### src/hw/rl_pkg.sv
// shared constants, types and register map of the remote I/O link slave
package rl_pkg;
    localparam int unsigned CLK_HZ      = 100_000_000;
    localparam int unsigned BAUD_HZ     = 187_500;
    localparam int unsigned OVS         = 16;
    localparam int unsigned OVS_DIV     = CLK_HZ / (BAUD_HZ * OVS);
    localparam int unsigned BLINK_MS    = 250;
    localparam int unsigned BLINK_CYC   = CLK_HZ / 1000 * BLINK_MS;
    localparam int unsigned LINK_TMO_MS = 50;
    localparam int unsigned LINK_TMO_CYC = CLK_HZ / 1000 * LINK_TMO_MS;
    localparam int unsigned GAP_US      = 100;
    localparam int unsigned GAP_CYC     = CLK_HZ / 1_000_000 * GAP_US;
    localparam int unsigned TURN_TICKS  = OVS;

    // master frame: addr,~addr, ctrl,~ctrl, 4 data pairs, check byte
    localparam int unsigned MFRM_LEN    = 13;
    // reply frame: 4 data pairs, check byte
    localparam int unsigned RFRM_LEN    = 9;
    localparam int unsigned IO_POINTS   = 32;
    localparam int unsigned WORD_STEP   = 4;
    localparam int unsigned CTRL_RUN_BIT = 0;

    localparam logic [7:0] REG_CTRL     = 8'h00;
    localparam logic [7:0] REG_STATUS   = 8'h04;
    localparam logic [7:0] REG_OUT      = 8'h08;
    localparam logic [7:0] REG_IN       = 8'h0C;
    localparam logic [7:0] REG_INT_STAT = 8'h10;
    localparam logic [7:0] REG_INT_MASK = 8'h14;

    localparam int unsigned CTRL_EN_BIT  = 0;
    localparam int unsigned CTRL_CLR_BIT = 1;
    localparam int unsigned CTRL_SEL_LSB = 4;
    localparam logic [31:0] CTRL_RST     = 32'h0000_0001;

    localparam int unsigned ST_RDY_BIT  = 0;
    localparam int unsigned ST_RUN_BIT  = 1;
    localparam int unsigned ST_ERR_BIT  = 2;
    localparam int unsigned ST_OFS_LSB  = 8;

    localparam int unsigned INT_W        = 3;
    localparam int unsigned INT_FRAME    = 0;
    localparam int unsigned INT_ERR      = 1;
    localparam int unsigned INT_RECOV    = 2;

    localparam logic [1:0] RESP_OKAY   = 2'h0;
    localparam logic [1:0] RESP_SLVERR = 2'h2;

    typedef struct packed {
        logic [2:0] word_sel;
        logic       hold_clr;
        logic       enable;
    } rl_cfg_type;

    typedef enum logic [1:0] {
        TX_IDLE = 2'b00,
        TX_TURN = 2'b01,
        TX_SEND = 2'b10
    } rl_tx_state_type;
endpackage : rl_pkg

### src/hw/rl_rx.sv
// byte receiver for the serial line, oversampled by an enable tick
`timescale 1ns/1ps
`default_nettype none
module rl_rx (
    input  wire logic       clock,
    input  wire logic       resetn,
    input  wire logic       tick,
    input  wire logic       rx_pin,
    output var  logic       byte_valid,
    output var  logic [7:0] byte_data,
    output var  logic       frame_err
);
    logic       sync1_r;
    logic       sync2_r;
    logic       busy_r;
    logic [3:0] ph_r;
    logic [3:0] bit_r;

    always_ff @(posedge clock or negedge resetn) begin
        if (!resetn) begin
            sync1_r <= 1'b1;
            sync2_r <= 1'b1;
        end else begin
            sync1_r <= rx_pin;
            sync2_r <= sync1_r;
        end
    end

    always_ff @(posedge clock or negedge resetn) begin
        if (!resetn) begin
            busy_r     <= 1'b0;
            ph_r       <= 4'h0;
            bit_r      <= 4'h0;
            byte_data  <= 8'h00;
            byte_valid <= 1'b0;
            frame_err  <= 1'b0;
        end else begin
            byte_valid <= 1'b0;
            frame_err  <= 1'b0;
            if (tick) begin
                if (!busy_r) begin
                    if (!sync2_r) begin
                        busy_r <= 1'b1;
                        ph_r   <= 4'h0;
                        bit_r  <= 4'h0;
                    end
                end else begin
                    ph_r <= ph_r + 4'h1;
                    // sample at mid bit
                    if (ph_r == 4'h7) begin
                        bit_r <= bit_r + 4'h1;
                        if (bit_r == 4'h0) begin
                            if (sync2_r) begin
                                busy_r <= 1'b0;
                            end
                        end else if (bit_r == 4'h9) begin
                            busy_r <= 1'b0;
                            if (sync2_r) begin
                                byte_valid <= 1'b1;
                            end else begin
                                frame_err <= 1'b1;
                            end
                        end else begin
                            byte_data <= {sync2_r, byte_data[7:1]};
                        end
                    end
                end
            end
        end
    end
endmodule : rl_rx
`default_nettype wire

### src/hw/rl_link_slave.sv
// remote I/O link slave: serial exchange with master, local word registers
// Summary of operation
// [RULE1] The ready lamp is lit whenever the unit is powered and out of reset.
// [RULE2] The run lamp is lit only while the master reports operating mode.
// [RULE3] The error lamp is steady on during a link error and flashes otherwise.
// [RULE4] The error lamp goes back to flashing by itself once good frames return.
// [RULE5] On a link error the master word is held if hold-clear is off, else zeroed.
// [RULE6] The unit takes output words 4n,4n+1 and returns input words 4n+2,4n+3.
// [RULE7] Word-select bits 0,1,2 weigh 4, 8 and 16 words of the offset.
// [RULE8] The master only sees slaves powered up before it starts.
// [RULE9] Every byte is sent twice, second inverted, plus a check byte, and compared.
// [RULE10] The unit carries 32 input points and 32 output points.
// [RULE11] Locally the unit looks like two output words and two input words.
// [RULE12] Each good cycle copies master words out and local words back.
`timescale 1ns/1ps
`default_nettype none
module rl_link_slave
    import rl_pkg::*;
#(
    parameter int unsigned BLINK_CNT = BLINK_CYC,
    parameter int unsigned TMO_CNT   = LINK_TMO_CYC,
    parameter int unsigned GAP_CNT   = GAP_CYC
) (
    input  wire logic        clock,
    input  wire logic        resetn,
    input  wire logic [7:0]  s_axi_awaddr,
    input  wire logic        s_axi_awvalid,
    output var  logic        s_axi_awready,
    input  wire logic [31:0] s_axi_wdata,
    input  wire logic [3:0]  s_axi_wstrb,
    input  wire logic        s_axi_wvalid,
    output var  logic        s_axi_wready,
    output var  logic [1:0]  s_axi_bresp,
    output var  logic        s_axi_bvalid,
    input  wire logic        s_axi_bready,
    input  wire logic [7:0]  s_axi_araddr,
    input  wire logic        s_axi_arvalid,
    output var  logic        s_axi_arready,
    output var  logic [31:0] s_axi_rdata,
    output var  logic [1:0]  s_axi_rresp,
    output var  logic        s_axi_rvalid,
    input  wire logic        s_axi_rready,
    input  wire logic        link_rx,
    output var  logic        link_tx,
    output var  logic        link_oe,
    output var  logic [31:0] out_words,
    output var  logic        led_ready,
    output var  logic        led_run,
    output var  logic        led_err,
    output var  logic        irq
);
    rl_cfg_type             cfg;
    logic [31:0]            ctrl_r;
    logic [IO_POINTS-1:0]   in_words_r;
    logic [INT_W-1:0]       int_stat_r;
    logic [INT_W-1:0]       int_mask_r;
    logic [INT_W-1:0]       int_ev;
    logic [7:0]             my_ofs;
    logic [7:0]             ovs_cnt_r;
    logic                   tick_r;
    logic                   rx_valid;
    logic [7:0]             rx_data;
    logic                   rx_ferr;
    logic [7:0]             mbuf_r [MFRM_LEN];
    logic [3:0]             midx_r;
    logic [31:0]            gap_cnt_r;
    logic [31:0]            tmo_cnt_r;
    logic [31:0]            blink_cnt_r;
    logic                   blink_r;
    logic                   err_r;
    logic                   run_r;
    logic                   frm_done;
    logic                   frm_ok;
    logic                   frm_ours;
    logic                   frm_bad;
    logic                   tmo_hit;
    logic [7:0]             rbuf [RFRM_LEN];
    rl_tx_state_type        tx_st_r;
    logic [3:0]             tx_ph_r;
    logic [3:0]             tx_bit_r;
    logic [3:0]             tx_byte_r;
    logic                   aw_got_r;
    logic                   w_got_r;
    logic [7:0]             aw_addr_r;
    logic [31:0]            w_data_r;
    logic [3:0]             w_strb_r;
    logic                   wr_fire;

    assign cfg = '{word_sel: ctrl_r[CTRL_SEL_LSB +: 3],
                   hold_clr: ctrl_r[CTRL_CLR_BIT],
                   enable:   ctrl_r[CTRL_EN_BIT]};

    // offset of the master output pair; input pair sits two words above
    assign my_ofs = {3'h0, cfg.word_sel, 2'h0}; // RULE6 RULE7

    // 16x bit-rate enable; the rate is off by about 1 percent, well inside
    // what a mid-bit sampler tolerates
    always_ff @(posedge clock or negedge resetn) begin
        if (!resetn) begin
            ovs_cnt_r <= 8'h00;
            tick_r    <= 1'b0;
        end else if (ovs_cnt_r == 8'(OVS_DIV - 1)) begin
            ovs_cnt_r <= 8'h00;
            tick_r    <= 1'b1;
        end else begin
            ovs_cnt_r <= ovs_cnt_r + 8'h01;
            tick_r    <= 1'b0;
        end
    end

    rl_rx u_rx (
        .clock      (clock),
        .resetn     (resetn),
        .tick       (tick_r),
        .rx_pin     (link_rx),
        .byte_valid (rx_valid),
        .byte_data  (rx_data),
        .frame_err  (rx_ferr)
    );

    // bytes arriving while we drive the line are our own echo
    logic rx_take;
    assign rx_take = rx_valid && cfg.enable && (tx_st_r == TX_IDLE);

    always_ff @(posedge clock or negedge resetn) begin
        if (!resetn) begin
            midx_r    <= 4'h0;
            gap_cnt_r <= 32'h0;
        end else if (rx_take) begin
            gap_cnt_r <= 32'h0;
            midx_r    <= (midx_r == 4'(MFRM_LEN - 1)) ? 4'h0
                                                      : midx_r + 4'h1;
        end else if (gap_cnt_r == 32'(GAP_CNT - 1)) begin
            // a quiet line starts a new frame
            midx_r <= 4'h0;
        end else begin
            gap_cnt_r <= gap_cnt_r + 32'h1;
        end
    end

    always_ff @(posedge clock) begin
        if (rx_take) begin
            mbuf_r[midx_r] <= rx_data;
        end
    end

    assign frm_done = rx_take && (midx_r == 4'(MFRM_LEN - 1));

    always_comb begin
        logic [7:0] bcc;
        logic       pairs_ok;
        bcc      = 8'h00;
        pairs_ok = 1'b1;
        for (int i = 0; i < MFRM_LEN - 1; i++) begin
            bcc = bcc ^ mbuf_r[i];
        end
        for (int i = 0; i < (MFRM_LEN - 1) / 2; i++) begin
            if (mbuf_r[2*i] != ~mbuf_r[2*i+1]) begin
                pairs_ok = 1'b0;
            end
        end
        frm_ok   = pairs_ok && (bcc == rx_data); // RULE9
        frm_ours = frm_ok && (mbuf_r[0] == my_ofs); // RULE6
    end

    assign frm_bad = (frm_done && !frm_ok) || (rx_ferr && cfg.enable)
                     || (rx_take && midx_r[0]
                         && (rx_data != ~mbuf_r[midx_r - 4'h1])); // RULE9
    assign tmo_hit = (tmo_cnt_r == 32'(TMO_CNT - 1));

    always_ff @(posedge clock or negedge resetn) begin
        if (!resetn) begin
            tmo_cnt_r <= 32'h0;
        end else if ((frm_done && frm_ours) || !cfg.enable) begin
            tmo_cnt_r <= 32'h0;
        end else if (!tmo_hit) begin
            tmo_cnt_r <= tmo_cnt_r + 32'h1;
        end
    end

    // error state: set by a bad frame or silence, cleared by a good frame addressed to this unit
    always_ff @(posedge clock or negedge resetn) begin
        if (!resetn) begin
            err_r <= 1'b0;
            run_r <= 1'b0;
        end else if (frm_done && frm_ours) begin
            err_r <= 1'b0; // RULE4
            run_r <= mbuf_r[2][CTRL_RUN_BIT]; // RULE2
        end else if (frm_bad || tmo_hit) begin
            err_r <= 1'b1; // RULE3
            run_r <= 1'b0;
        end
    end

    // words written by the master toward the local controller
    always_ff @(posedge clock or negedge resetn) begin
        if (!resetn) begin
            out_words <= '0;
        end else if (frm_done && frm_ours) begin
            out_words <= {mbuf_r[10], mbuf_r[8], mbuf_r[6], mbuf_r[4]}; // RULE12 RULE10
        end else if ((frm_bad || tmo_hit) && cfg.hold_clr) begin
            out_words <= '0; // RULE5
        end
    end

    always_comb begin
        logic [7:0] bcc;
        bcc = 8'h00;
        for (int i = 0; i < 4; i++) begin
            rbuf[2*i]   = in_words_r[8*i +: 8]; // RULE12 RULE10
            rbuf[2*i+1] = ~in_words_r[8*i +: 8]; // RULE9
            bcc = bcc ^ in_words_r[8*i +: 8] ^ ~in_words_r[8*i +: 8];
        end
        rbuf[RFRM_LEN-1] = bcc;
    end

    // reply: one bit time of turnaround, then 8N1 bytes, line released after
    always_ff @(posedge clock or negedge resetn) begin
        if (!resetn) begin
            tx_st_r   <= TX_IDLE;
            tx_ph_r   <= 4'h0;
            tx_bit_r  <= 4'h0;
            tx_byte_r <= 4'h0;
            link_tx   <= 1'b1;
            link_oe   <= 1'b0;
        end else begin
            case (tx_st_r)
                TX_IDLE: begin
                    link_oe <= 1'b0;
                    link_tx <= 1'b1;
                    if (frm_done && frm_ours) begin
                        tx_st_r <= TX_TURN; // RULE6
                        tx_ph_r <= 4'h0;
                    end
                end
                TX_TURN: begin
                    if (tick_r) begin
                        tx_ph_r <= tx_ph_r + 4'h1;
                        if (tx_ph_r == 4'(TURN_TICKS - 1)) begin
                            tx_st_r   <= TX_SEND;
                            tx_bit_r  <= 4'h0;
                            tx_byte_r <= 4'h0;
                            link_oe   <= 1'b1;
                            link_tx   <= 1'b0;
                        end
                    end
                end
                TX_SEND: begin
                    if (tick_r) begin
                        tx_ph_r <= tx_ph_r + 4'h1;
                        if (tx_ph_r == 4'(OVS - 1)) begin
                            if (tx_bit_r == 4'h9) begin
                                tx_bit_r <= 4'h0;
                                if (tx_byte_r == 4'(RFRM_LEN - 1)) begin
                                    tx_st_r <= TX_IDLE;
                                    link_oe <= 1'b0;
                                    link_tx <= 1'b1;
                                end else begin
                                    tx_byte_r <= tx_byte_r + 4'h1;
                                    link_tx   <= 1'b0;
                                end
                            end else begin
                                tx_bit_r <= tx_bit_r + 4'h1;
                                link_tx  <= (tx_bit_r == 4'h8) ? 1'b1
                                          : rbuf[tx_byte_r][tx_bit_r[2:0]];
                            end
                        end
                    end
                end
                default: begin
                    tx_st_r <= TX_IDLE;
                end
            endcase
        end
    end

    always_ff @(posedge clock or negedge resetn) begin
        if (!resetn) begin
            blink_cnt_r <= 32'h0;
            blink_r     <= 1'b0;
        end else if (blink_cnt_r == 32'(BLINK_CNT - 1)) begin
            blink_cnt_r <= 32'h0;
            blink_r     <= ~blink_r;
        end else begin
            blink_cnt_r <= blink_cnt_r + 32'h1;
        end
    end

    always_ff @(posedge clock or negedge resetn) begin
        if (!resetn) begin
            led_ready <= 1'b0;
            led_run   <= 1'b0;
            led_err   <= 1'b0;
        end else begin
            led_ready <= 1'b1; // RULE1
            led_run   <= run_r; // RULE2
            led_err   <= err_r ? 1'b1 : blink_r; // RULE3 RULE4
        end
    end

    // ---- register bus ----
    assign wr_fire = aw_got_r && w_got_r && !s_axi_bvalid;

    always_ff @(posedge clock or negedge resetn) begin
        if (!resetn) begin
            aw_got_r      <= 1'b0;
            w_got_r       <= 1'b0;
            aw_addr_r     <= 8'h00;
            w_data_r      <= 32'h0;
            w_strb_r      <= 4'h0;
            s_axi_awready <= 1'b1;
            s_axi_wready  <= 1'b1;
            s_axi_bvalid  <= 1'b0;
            s_axi_bresp   <= RESP_OKAY;
        end else begin
            if (s_axi_awvalid && s_axi_awready) begin
                aw_got_r      <= 1'b1;
                aw_addr_r     <= s_axi_awaddr;
                s_axi_awready <= 1'b0;
            end
            if (s_axi_wvalid && s_axi_wready) begin
                w_got_r      <= 1'b1;
                w_data_r     <= s_axi_wdata;
                w_strb_r     <= s_axi_wstrb;
                s_axi_wready <= 1'b0;
            end
            if (wr_fire) begin
                s_axi_bvalid <= 1'b1;
                s_axi_bresp  <= (aw_addr_r inside {REG_CTRL, REG_STATUS,
                                 REG_OUT, REG_IN, REG_INT_STAT, REG_INT_MASK})
                                ? RESP_OKAY : RESP_SLVERR;
            end
            if (s_axi_bvalid && s_axi_bready) begin
                s_axi_bvalid  <= 1'b0;
                aw_got_r      <= 1'b0;
                w_got_r       <= 1'b0;
                s_axi_awready <= 1'b1;
                s_axi_wready  <= 1'b1;
            end
        end
    end

    function automatic logic [31:0] merge(input logic [31:0] old,
                                          input logic [31:0] nw,
                                          input logic [3:0]  strb);
        logic [31:0] res;
        res = old;
        for (int b = 0; b < 4; b++) begin
            if (strb[b]) begin
                res[8*b +: 8] = nw[8*b +: 8];
            end
        end
        return res;
    endfunction : merge

    always_ff @(posedge clock or negedge resetn) begin
        if (!resetn) begin
            ctrl_r     <= CTRL_RST;
            in_words_r <= '0;
            int_mask_r <= '0;
        end else if (wr_fire) begin
            if (aw_addr_r == REG_CTRL) begin
                ctrl_r <= merge(ctrl_r, w_data_r, w_strb_r);
            end
            if (aw_addr_r == REG_IN) begin
                in_words_r <= merge(in_words_r, w_data_r, w_strb_r); // RULE11
            end
            if (aw_addr_r == REG_INT_MASK && w_strb_r[0]) begin
                int_mask_r <= w_data_r[INT_W-1:0];
            end
        end
    end

    always_comb begin
        int_ev            = '0;
        int_ev[INT_FRAME] = frm_done && frm_ours;
        int_ev[INT_ERR]   = !err_r && (frm_bad || tmo_hit) && !int_ev[INT_FRAME];
        int_ev[INT_RECOV] = err_r && frm_done && frm_ours;
    end

    // an event in the clearing cycle survives the clear
    always_ff @(posedge clock or negedge resetn) begin
        if (!resetn) begin
            int_stat_r <= '0;
            irq        <= 1'b0;
        end else begin
            if (wr_fire && aw_addr_r == REG_INT_STAT && w_strb_r[0]) begin
                int_stat_r <= (int_stat_r & ~w_data_r[INT_W-1:0]) | int_ev;
            end else begin
                int_stat_r <= int_stat_r | int_ev;
            end
            irq <= |(int_stat_r & int_mask_r);
        end
    end

    always_ff @(posedge clock or negedge resetn) begin
        if (!resetn) begin
            s_axi_arready <= 1'b1;
            s_axi_rvalid  <= 1'b0;
            s_axi_rdata   <= 32'h0;
            s_axi_rresp   <= RESP_OKAY;
        end else if (s_axi_arvalid && s_axi_arready) begin
            s_axi_arready <= 1'b0;
            s_axi_rvalid  <= 1'b1;
            s_axi_rresp   <= RESP_OKAY;
            case (s_axi_araddr)
                REG_CTRL:     s_axi_rdata <= ctrl_r;
                REG_STATUS:   s_axi_rdata <= {16'h0, my_ofs, 5'h0,
                                              err_r, run_r, 1'b1};
                REG_OUT:      s_axi_rdata <= out_words;
                REG_IN:       s_axi_rdata <= in_words_r;
                REG_INT_STAT: s_axi_rdata <= {29'h0, int_stat_r};
                REG_INT_MASK: s_axi_rdata <= {29'h0, int_mask_r};
                default: begin
                    s_axi_rdata <= 32'h0;
                    s_axi_rresp <= RESP_SLVERR;
                end
            endcase
        end else if (s_axi_rvalid && s_axi_rready) begin
            s_axi_rvalid  <= 1'b0;
            s_axi_arready <= 1'b1;
        end
    end
endmodule : rl_link_slave
`default_nettype wire

### config.mk
export PLATFORM = sky130hd
export DESIGN_NAME = rl_link_slave
export DESIGN_NICKNAME = d
export VERILOG_FILES = /design/src/hw/rl_pkg.sv /design/src/hw/rl_rx.sv /design/src/hw/rl_link_slave.sv
export SDC_FILE = /design/constraint.sdc
export NUM_CORES = 1
export LEC_CHECK = 0
export ABC_AREA = 0
export BUFFER_PORTS_ARGS = -buffer_cell sky130_fd_sc_hd__buf_4
export CAP_MARGIN = 20
export CORE_MARGIN = 10
export CORE_UTILIZATION = 55
export DETAILED_ROUTE_END_ITERATION = 16
export GPL_TIMING_DRIVEN = 1
export HOLD_SLACK_MARGIN = 0.06
export PLACE_DENSITY = 0.76
export SYNTH_ARGS = -nofsm -noshare
export SYNTH_HDL_FRONTEND = slang
export SYNTH_SLANG_ARGS = --single-unit
export TNS_END_PERCENT = 30
### constraint.sdc
create_clock -name clock -period 3.37 [get_ports clock]
set_input_delay 0.1685 -clock clock [delete_from_list [all_inputs] [get_ports clock]]
set_output_delay 0.1685 -clock clock [all_outputs]
set_load 0.1 [all_outputs]
[Word-level counts from Yosys, hierarchy flattened]
Memories as Yosys holds them, arrays and structs flattened.
Cells that the tools add are included.
Storage, ports and cells
  flip-flop bits (word level): 342
  latch bits: 0
  bits in writable memories: 104
  memory bits (read-only): 0
  input bits: 60
  output and inout port bits: 79
  word-level logic and storage cells: 323
  memories: 1
Operators by class
  add/subtract/negate cells: 11
  $mul: 0
  div/mod/pow operators: 0
  order comparisons: 2
  eq/ne operators: 45
  shifts and indexed selects: 0
  mux-type cells: 105
  bitwise logic cells: 38
  reduce and logical (&&, ||, !) cells: 70
Memories
  mbuf_r: words 13, width 8, rd ports 13, clocked after memory_dff 0, write ports 1, line rl_link_slave.sv:64  | logic [7:0] mbuf_r [MFRM_LEN];
Operator list (number)
  32-bit 2-to-1 mux: 7
  32-bit case mux with 6 select lines: 1
  8-bit bitwise XOR: 18
  32-bit by 1-bit adder with 32-bit output, second input constant: 3
  8-bit NOT: 11
  4-bit 2-to-1 mux: 18
  1-bit 2-to-1 mux: 58
  8-bit inequality test: 7
  8-bit binary-select mux with 4-bit select: 1
  32-bit by 14-bit == test with 1-bit output, second input constant: 1
  32-bit by 23-bit == test with 1-bit output, second input constant: 1
  32-bit by 25-bit == test with 1-bit output, second input constant: 1
  8-bit by 4-bit == test with 1-bit output, second input constant: 4
  8-bit by 5-bit == test with 1-bit output, second input constant: 4
  3-bit AND reduction: 10
  1-bit logical AND: 25
  4-bit by 1-bit adder with 4-bit output, second input constant: 6
  4-bit == test, second input constant: 6
  8-bit 2-to-1 mux: 3
  4-bit case mux with 2 select lines: 3
  2-bit inequality test, second input constant: 11
  7-bit AND reduction: 3
  2-bit 2-to-1 mux: 9
  2-bit nonzero test: 9
  33 further kinds: 51

[Depth between registers and ports, before layout]
An unclocked memory read counts as a cell.
  depth in word-level cells: 23
  gate-level depth with buffers: 15
  gate-level depth less buffers: 10

[Cells and area by module]
From an unflattened synthesis, not the netlist that was laid out.
Unflattened totals
  cells, all modules: 1753
  area, all modules: 22156.2 µm²
By module, submodules not included
  rl_link_slave: instances 1, cells each 1676, area each 21180.3 µm²
  rl_rx: instances 1, cells each 77, area each 975.9 µm²

[Worst setup path before layout]
OpenSTA, ideal clock, no wires.
  kind: register -> register
  start point: register midx_r[0]
  end point: register out_words[10]
  library setup time: 142 ps
  data arrival time: 3354 ps
  required time: 3228 ps
  slack: -125 ps
  stages on the path, launching flop included: 16
  period minus slack after synthesis: 3495 ps
  cells stage by stage: dfrtp_1 > buf_2 > buf_2 > inv_1 > ha_1 > buf_4 > clkbuf_1 > mux4_2 > mux2i_1 > xor2_1 > nor2_1 > nor3b_1 > nor4_4 > o211ai_4 > buf_6 > a21oi_2
Between the ends
  word-level cells in the longest chain between the ends: 9
  elaborated cells between the ends (all ways): 16
  those cells by class: add/sub: 1; eq/ne: 2; mux: 1; bitwise: 1; reduce/logical: 10; memory: 1
Ends and longest elaborated chain
  from (decl): line rl_link_slave.sv:65  | logic [3:0] midx_r;
  from (signal assigned): line rl_link_slave.sv:131  | midx_r <= (midx_r == 4'(MFRM_LEN - 1)) ? 4'h0
  4-bit by 1-bit subtractor with 4-bit output: line rl_link_slave.sv:168  | && (rx_data != ~mbuf_r[midx_r - 4'h1]));
  memory read 13 x 8 bit
  8-bit NOT: line rl_link_slave.sv:168
  8-bit inequality test: line rl_link_slave.sv:168
  1-bit logical AND: line rl_link_slave.sv:168
  1-bit logical OR: line rl_link_slave.sv:167  | || (rx_take && midx_r[0]
  1-bit logical OR: line rl_link_slave.sv:201  | end else if ((frm_bad || tmo_hit) && cfg.hold_clr) begin
  1-bit logical AND: line rl_link_slave.sv:201
  2-bit nonzero test (no source line)
  to (signal assigned): line rl_link_slave.sv:200  | out_words <= {mbuf_r[10], mbuf_r[8], mbuf_r[6], mbuf_r[4]};
  to (decl): line rl_link_slave.sv:46  | output var logic [31:0] out_words,
Parallel ways exist; a longest one is shown, timed or not.
A chain may end at the register's enable or synchronous reset.

[Worst setup path in the final report]
  start point: register midx_r[0]
  end point: register out_words[20]
The elaborated chain is that of the path after synthesis.

==> run summary <==
CTS buffer count: 49
CORE AREA: 0.0389 sq mm
Die Ht: 219 um
crit start category: register
share of cells above drive strength 1: 23.1%
RR Endpoint: out_words[20]$_DFFE_PN0P_
Synth Area in XOR/XNOR: 8.69%
Pre-Repair DR Iteration Count: 5
placed insts: 2,383
syn avg cell area: 12.5 sq um
port bufs: 136
final wirelength: 55,800 um
largest net degree at the start of global routing: 99
Hold Worst Slack: 0.172 ns
post-synthesis adder-cell area fraction: 1.26%
complex-gate fraction of the synthesized area: 6.88%
Vias/cell: 5.99
worst setup path start: midx_r[0]$_DFFE_PN0P_
Max clock buf depth: 3
Initial Util: 56.1%
Iter 0 DRT Violations: 1,357
crit path time final: 3.29 ns
total gr overflow: 0
fmax: 0.304 GHz
Worst EP arrival: 3.82 ns
Nets: 2,061
DR WL/cell: 22.0 um
full die area: 0.0481 sq mm
asr flop ratio synth: 72.6%
final setup violation count: 0
fin crit share: 97.6%
routed via count: 15,200
Root Driver: clkbuf_16
R2R Path Start: midx_r[0]$_DFFE_PN0P_
clk slew on worst S/H paths: 0.06 ns
unrepaired setup endpoints after global routing: yes
Simple-Gate Fraction of Synth Area: 11.7%
crit path to: out_words[20]$_DFFE_PN0P_
Relative slew margins: 38.2%
number of global-route vias before repair: 15,500
IO Count: 139
clk sink count: 468
worst slew pin tran: 0.925 ns
mux contribution to synthesized area: 13.0%
max-slew violation count: 0
WP data required: 3.90 ns
sequential fraction of the synthesis area: 56.6%
TritonCTS clock tree: yes
Pleak: 10.8 nW
crit-path max FO: 16
Synth Warn #: 0
Main synth FF type: dfrtp_1
initial antenna violation count: 1
FP Rows: 72
H-tree depth: 2
area delta synth->final: 19.4%
Final ANT Viol Nets: 0
total power: 13.4 mW
Antenna diodes: 0
Die Wd: 219 um
reg-to-reg slack, setup: 0.08 ns
Seq cells post-synth: 468
crit path kind: register to register
main combinational cell family by area after synthesis: multiplexers
Final HPWL DP: 38,600 um
worst IR drop on VDD: 531 uV
Post-Synthesis Cells: 1,743
status: finished clean
first-pass GRT wire length: 87,900 um
final std cells w/o fill: 2,538
Final Wtd Congestion: 0.963
pwr dens: 512 mW/mm^2
worst-skew pair later-pin latency: 0.61 ns
Hold Path Class: primary input to register
Hold Fails Final Rpt: 0
overall routing resource usage: 23.2%
Synth cell types: 62
crit end category: register
skew final: 0.0225 ns
DRC violations left: 0
number of synthesized flops with an enable pin: 128
R2R depth: 14
Post-Syn Area: 0.0218 sq mm
Max Cap Viol: 0
==> layout by cell type, fill, tap and decap left out, drive strengths merged, types with 6 or more instances in the layout <==
cell type      n
clkbuf        71
mux2         114
nor2         121
a22o          34
and2          18
and3          24
nor3b          6
buf          192
clkinv        12
a21o           6
dfstp          7
nor3          16
o21ai         73
xnor3         15
nand2b         7
ha            22
a22oi          9
nor4          43
a21oi         79
and4          15
xnor2        104
xor2          71
edfxtp       128
nand2        145
nor2b         13
inv           30
nand4         28
dfrtp        333
mux2i         69
dlygate4sd3   57
nand3         54
mux4          38
o31ai          9
==> worst min path at each step <==
| stage | startpoint | endpoint | slack, ns | depth (start not counted) |
|---|---|---|---|---|
| global placement | resetn | tx_byte_r[3]$_DFFE_PN0P_ | 0.26 | 1 |
| CTS | s_axi_araddr[3] | s_axi_rdata[2]$_DFFE_PN0P_ | 0.14 | 5 |
| global route | s_axi_araddr[3] | s_axi_rdata[1]$_DFFE_PN0P_ | 0.18 | 5 |
| finish | s_axi_araddr[2] | s_axi_rdata[0]$_DFFE_PN0P_ | 0.17 | 5 |
| floorplan | resetn | aw_addr_r[0]$_DFFE_PN0P_ | -0.13 | 0 |
| detailed placement | resetn | tx_ph_r[1]$_DFFE_PN0P_ | 0.26 | 1 |
==> worst max-delay path: stages, from the launching register on <==
cell and delay (ns):
dfrtp_2 0.37, inv_1 0.06, buf_4 0.15, ha_1 0.34, buf_8 0.19, mux4_2 0.32
mux2i_1 0.18, xor2_1 0.11, a31o_1 0.20, mux4_2 0.48, nor4_4 0.15, buf_4 0.18
o211ai_4 0.12, clkbuf_16 0.23, a21oi_2 0.14
==> layer usage <==
layer / part of all wire, % / up-vias / global-route usage (%) / wire [um]
met5: 0 / - / 0 / 0
met3: 7.5 / 127 / 4.77 / 4170
li1: - / 6805 / - / -
met2: 48 / 587 / 37.8 / 27000
met4: 3.3 / 0 / 8.60 / 1820
met1: 41 / 7674 / 30.3 / 22800
==> cell type report <==
| class | count | area (sq um) |
|---|---|---|
| clock buffers | 70 | 1430 |
| clock inverters | 22 | 298 |
| fillers | 2733 | 12800 |
| inverters | 28 | 105 |
| multi-input cells | 1182 | 9100 |
| flip-flops and latches | 468 | 12400 |
| well taps | 518 | 648 |
| repair buffers | 250 | 2130 |
==> cells in the mapped netlist (all sizes together), types with 3 or more instances <==
| library cell | n | area share (%) |
|---|---|---|
| dfrtp | 333 | 38 |
| buf | 21 | 0.64 |
| nor2 | 121 | 2.1 |
| a222oi | 5 | 0.23 |
| xnor3 | 15 | 1.5 |
| or2 | 5 | 0.14 |
| nor2b | 13 | 0.37 |
| and3 | 24 | 0.69 |
| xor2 | 71 | 2.9 |
| nor4b | 3 | 0.12 |
| nand4 | 28 | 0.80 |
| inv | 28 | 0.48 |
| nor3 | 16 | 0.37 |
| edfxtp | 128 | 18 |
| and4 | 15 | 0.60 |
| mux2i | 69 | 3.2 |
| nor3b | 6 | 0.21 |
| nand2b | 7 | 0.20 |
| a22o | 34 | 1.4 |
| a21oi | 79 | 2.0 |
| dfstp | 7 | 0.84 |
| a21o | 6 | 0.21 |
| o21ai | 73 | 1.7 |
| ha | 22 | 1.3 |
| nand2 | 145 | 2.5 |
| a22oi | 9 | 0.31 |
| nand3 | 54 | 1.2 |
| a221o | 4 | 0.18 |
| mux2 | 114 | 5.9 |
| or4 | 3 | 0.10 |
| and2 | 18 | 0.52 |
| or3 | 5 | 0.14 |
| mux4 | 38 | 3.9 |
| o31ai | 9 | 0.31 |
| clkbuf | 45 | 0.77 |
| xnor2 | 104 | 4.3 |
| nor4 | 43 | 1.4 |
==> cells by family (layout without fill, tap and decap cells) <==
group / count (synthesis) / in the layout
AOI/OAI and AO/OA: 234 / 234
xor gates and xnor gates: 190 / 190
adders and majority gates: 22 / 22
buffers and inverters: 94 / 370
DFF: 468 / 468
muxes: 221 / 221
other: 2 / 3
and+or+nand+nor: 512 / 512
==> metrics by stage <==
stage               worst slack (ns)  util (%)  TNS [ns]  area, sq um
floorplan                     0.0243         -         0        21800
global placement               0.173      60.8         0        23700
detailed placement             0.121      60.8         0        23700
CTS                           0.0617      66.7         0        26000
global route                 -0.0218      67.0    -0.214        26100
finish                        0.0797      67.0         0        26100
==> report_power, final <==
| group | internal (mW) | leakage [nW] | switching [mW] | total [mW] |
|---|---|---|---|---|
| sequential | 6.22 | 5.46 | 0.356 | 6.57 |
| clock | 3.36 | 0.844 | 2.30 | 5.66 |
| combinational | 0.510 | 4.48 | 0.616 | 1.13 |
| total | 10.1 | 10.8 | 3.28 | 13.4 |
==> registers in the layout, summed over array words and instances, names as in the netlist, 3 cells and up <==
signal          flops
w_data_r           32
s_axi_rdata        32
ctrl_r             32
int_mask_r          3
ovs_cnt_r           8
gap_cnt_r          32
tx_bit_r            4
int_stat_r          3
tmo_cnt_r          32
tx_byte_r           4
blink_cnt_r        32
u_rx.bit_r          4
aw_addr_r           8
midx_r              4
out_words          32
w_strb_r            4
u_rx.ph_r           4
u_rx.byte_data      8
in_words_r         32
mbuf_r            128
tx_ph_r             4
==> what timing repair did <==
item / in CTS / in global routing
endpoints found under the setup margin: 0 / 67
hold buffers: 57 / 0
setup buffers: 0 / 5
resized for setup: 0 / 8
endpoints found under the hold margin: 144 / 0
Note: power is estimated with default switching activity, not from simulation.
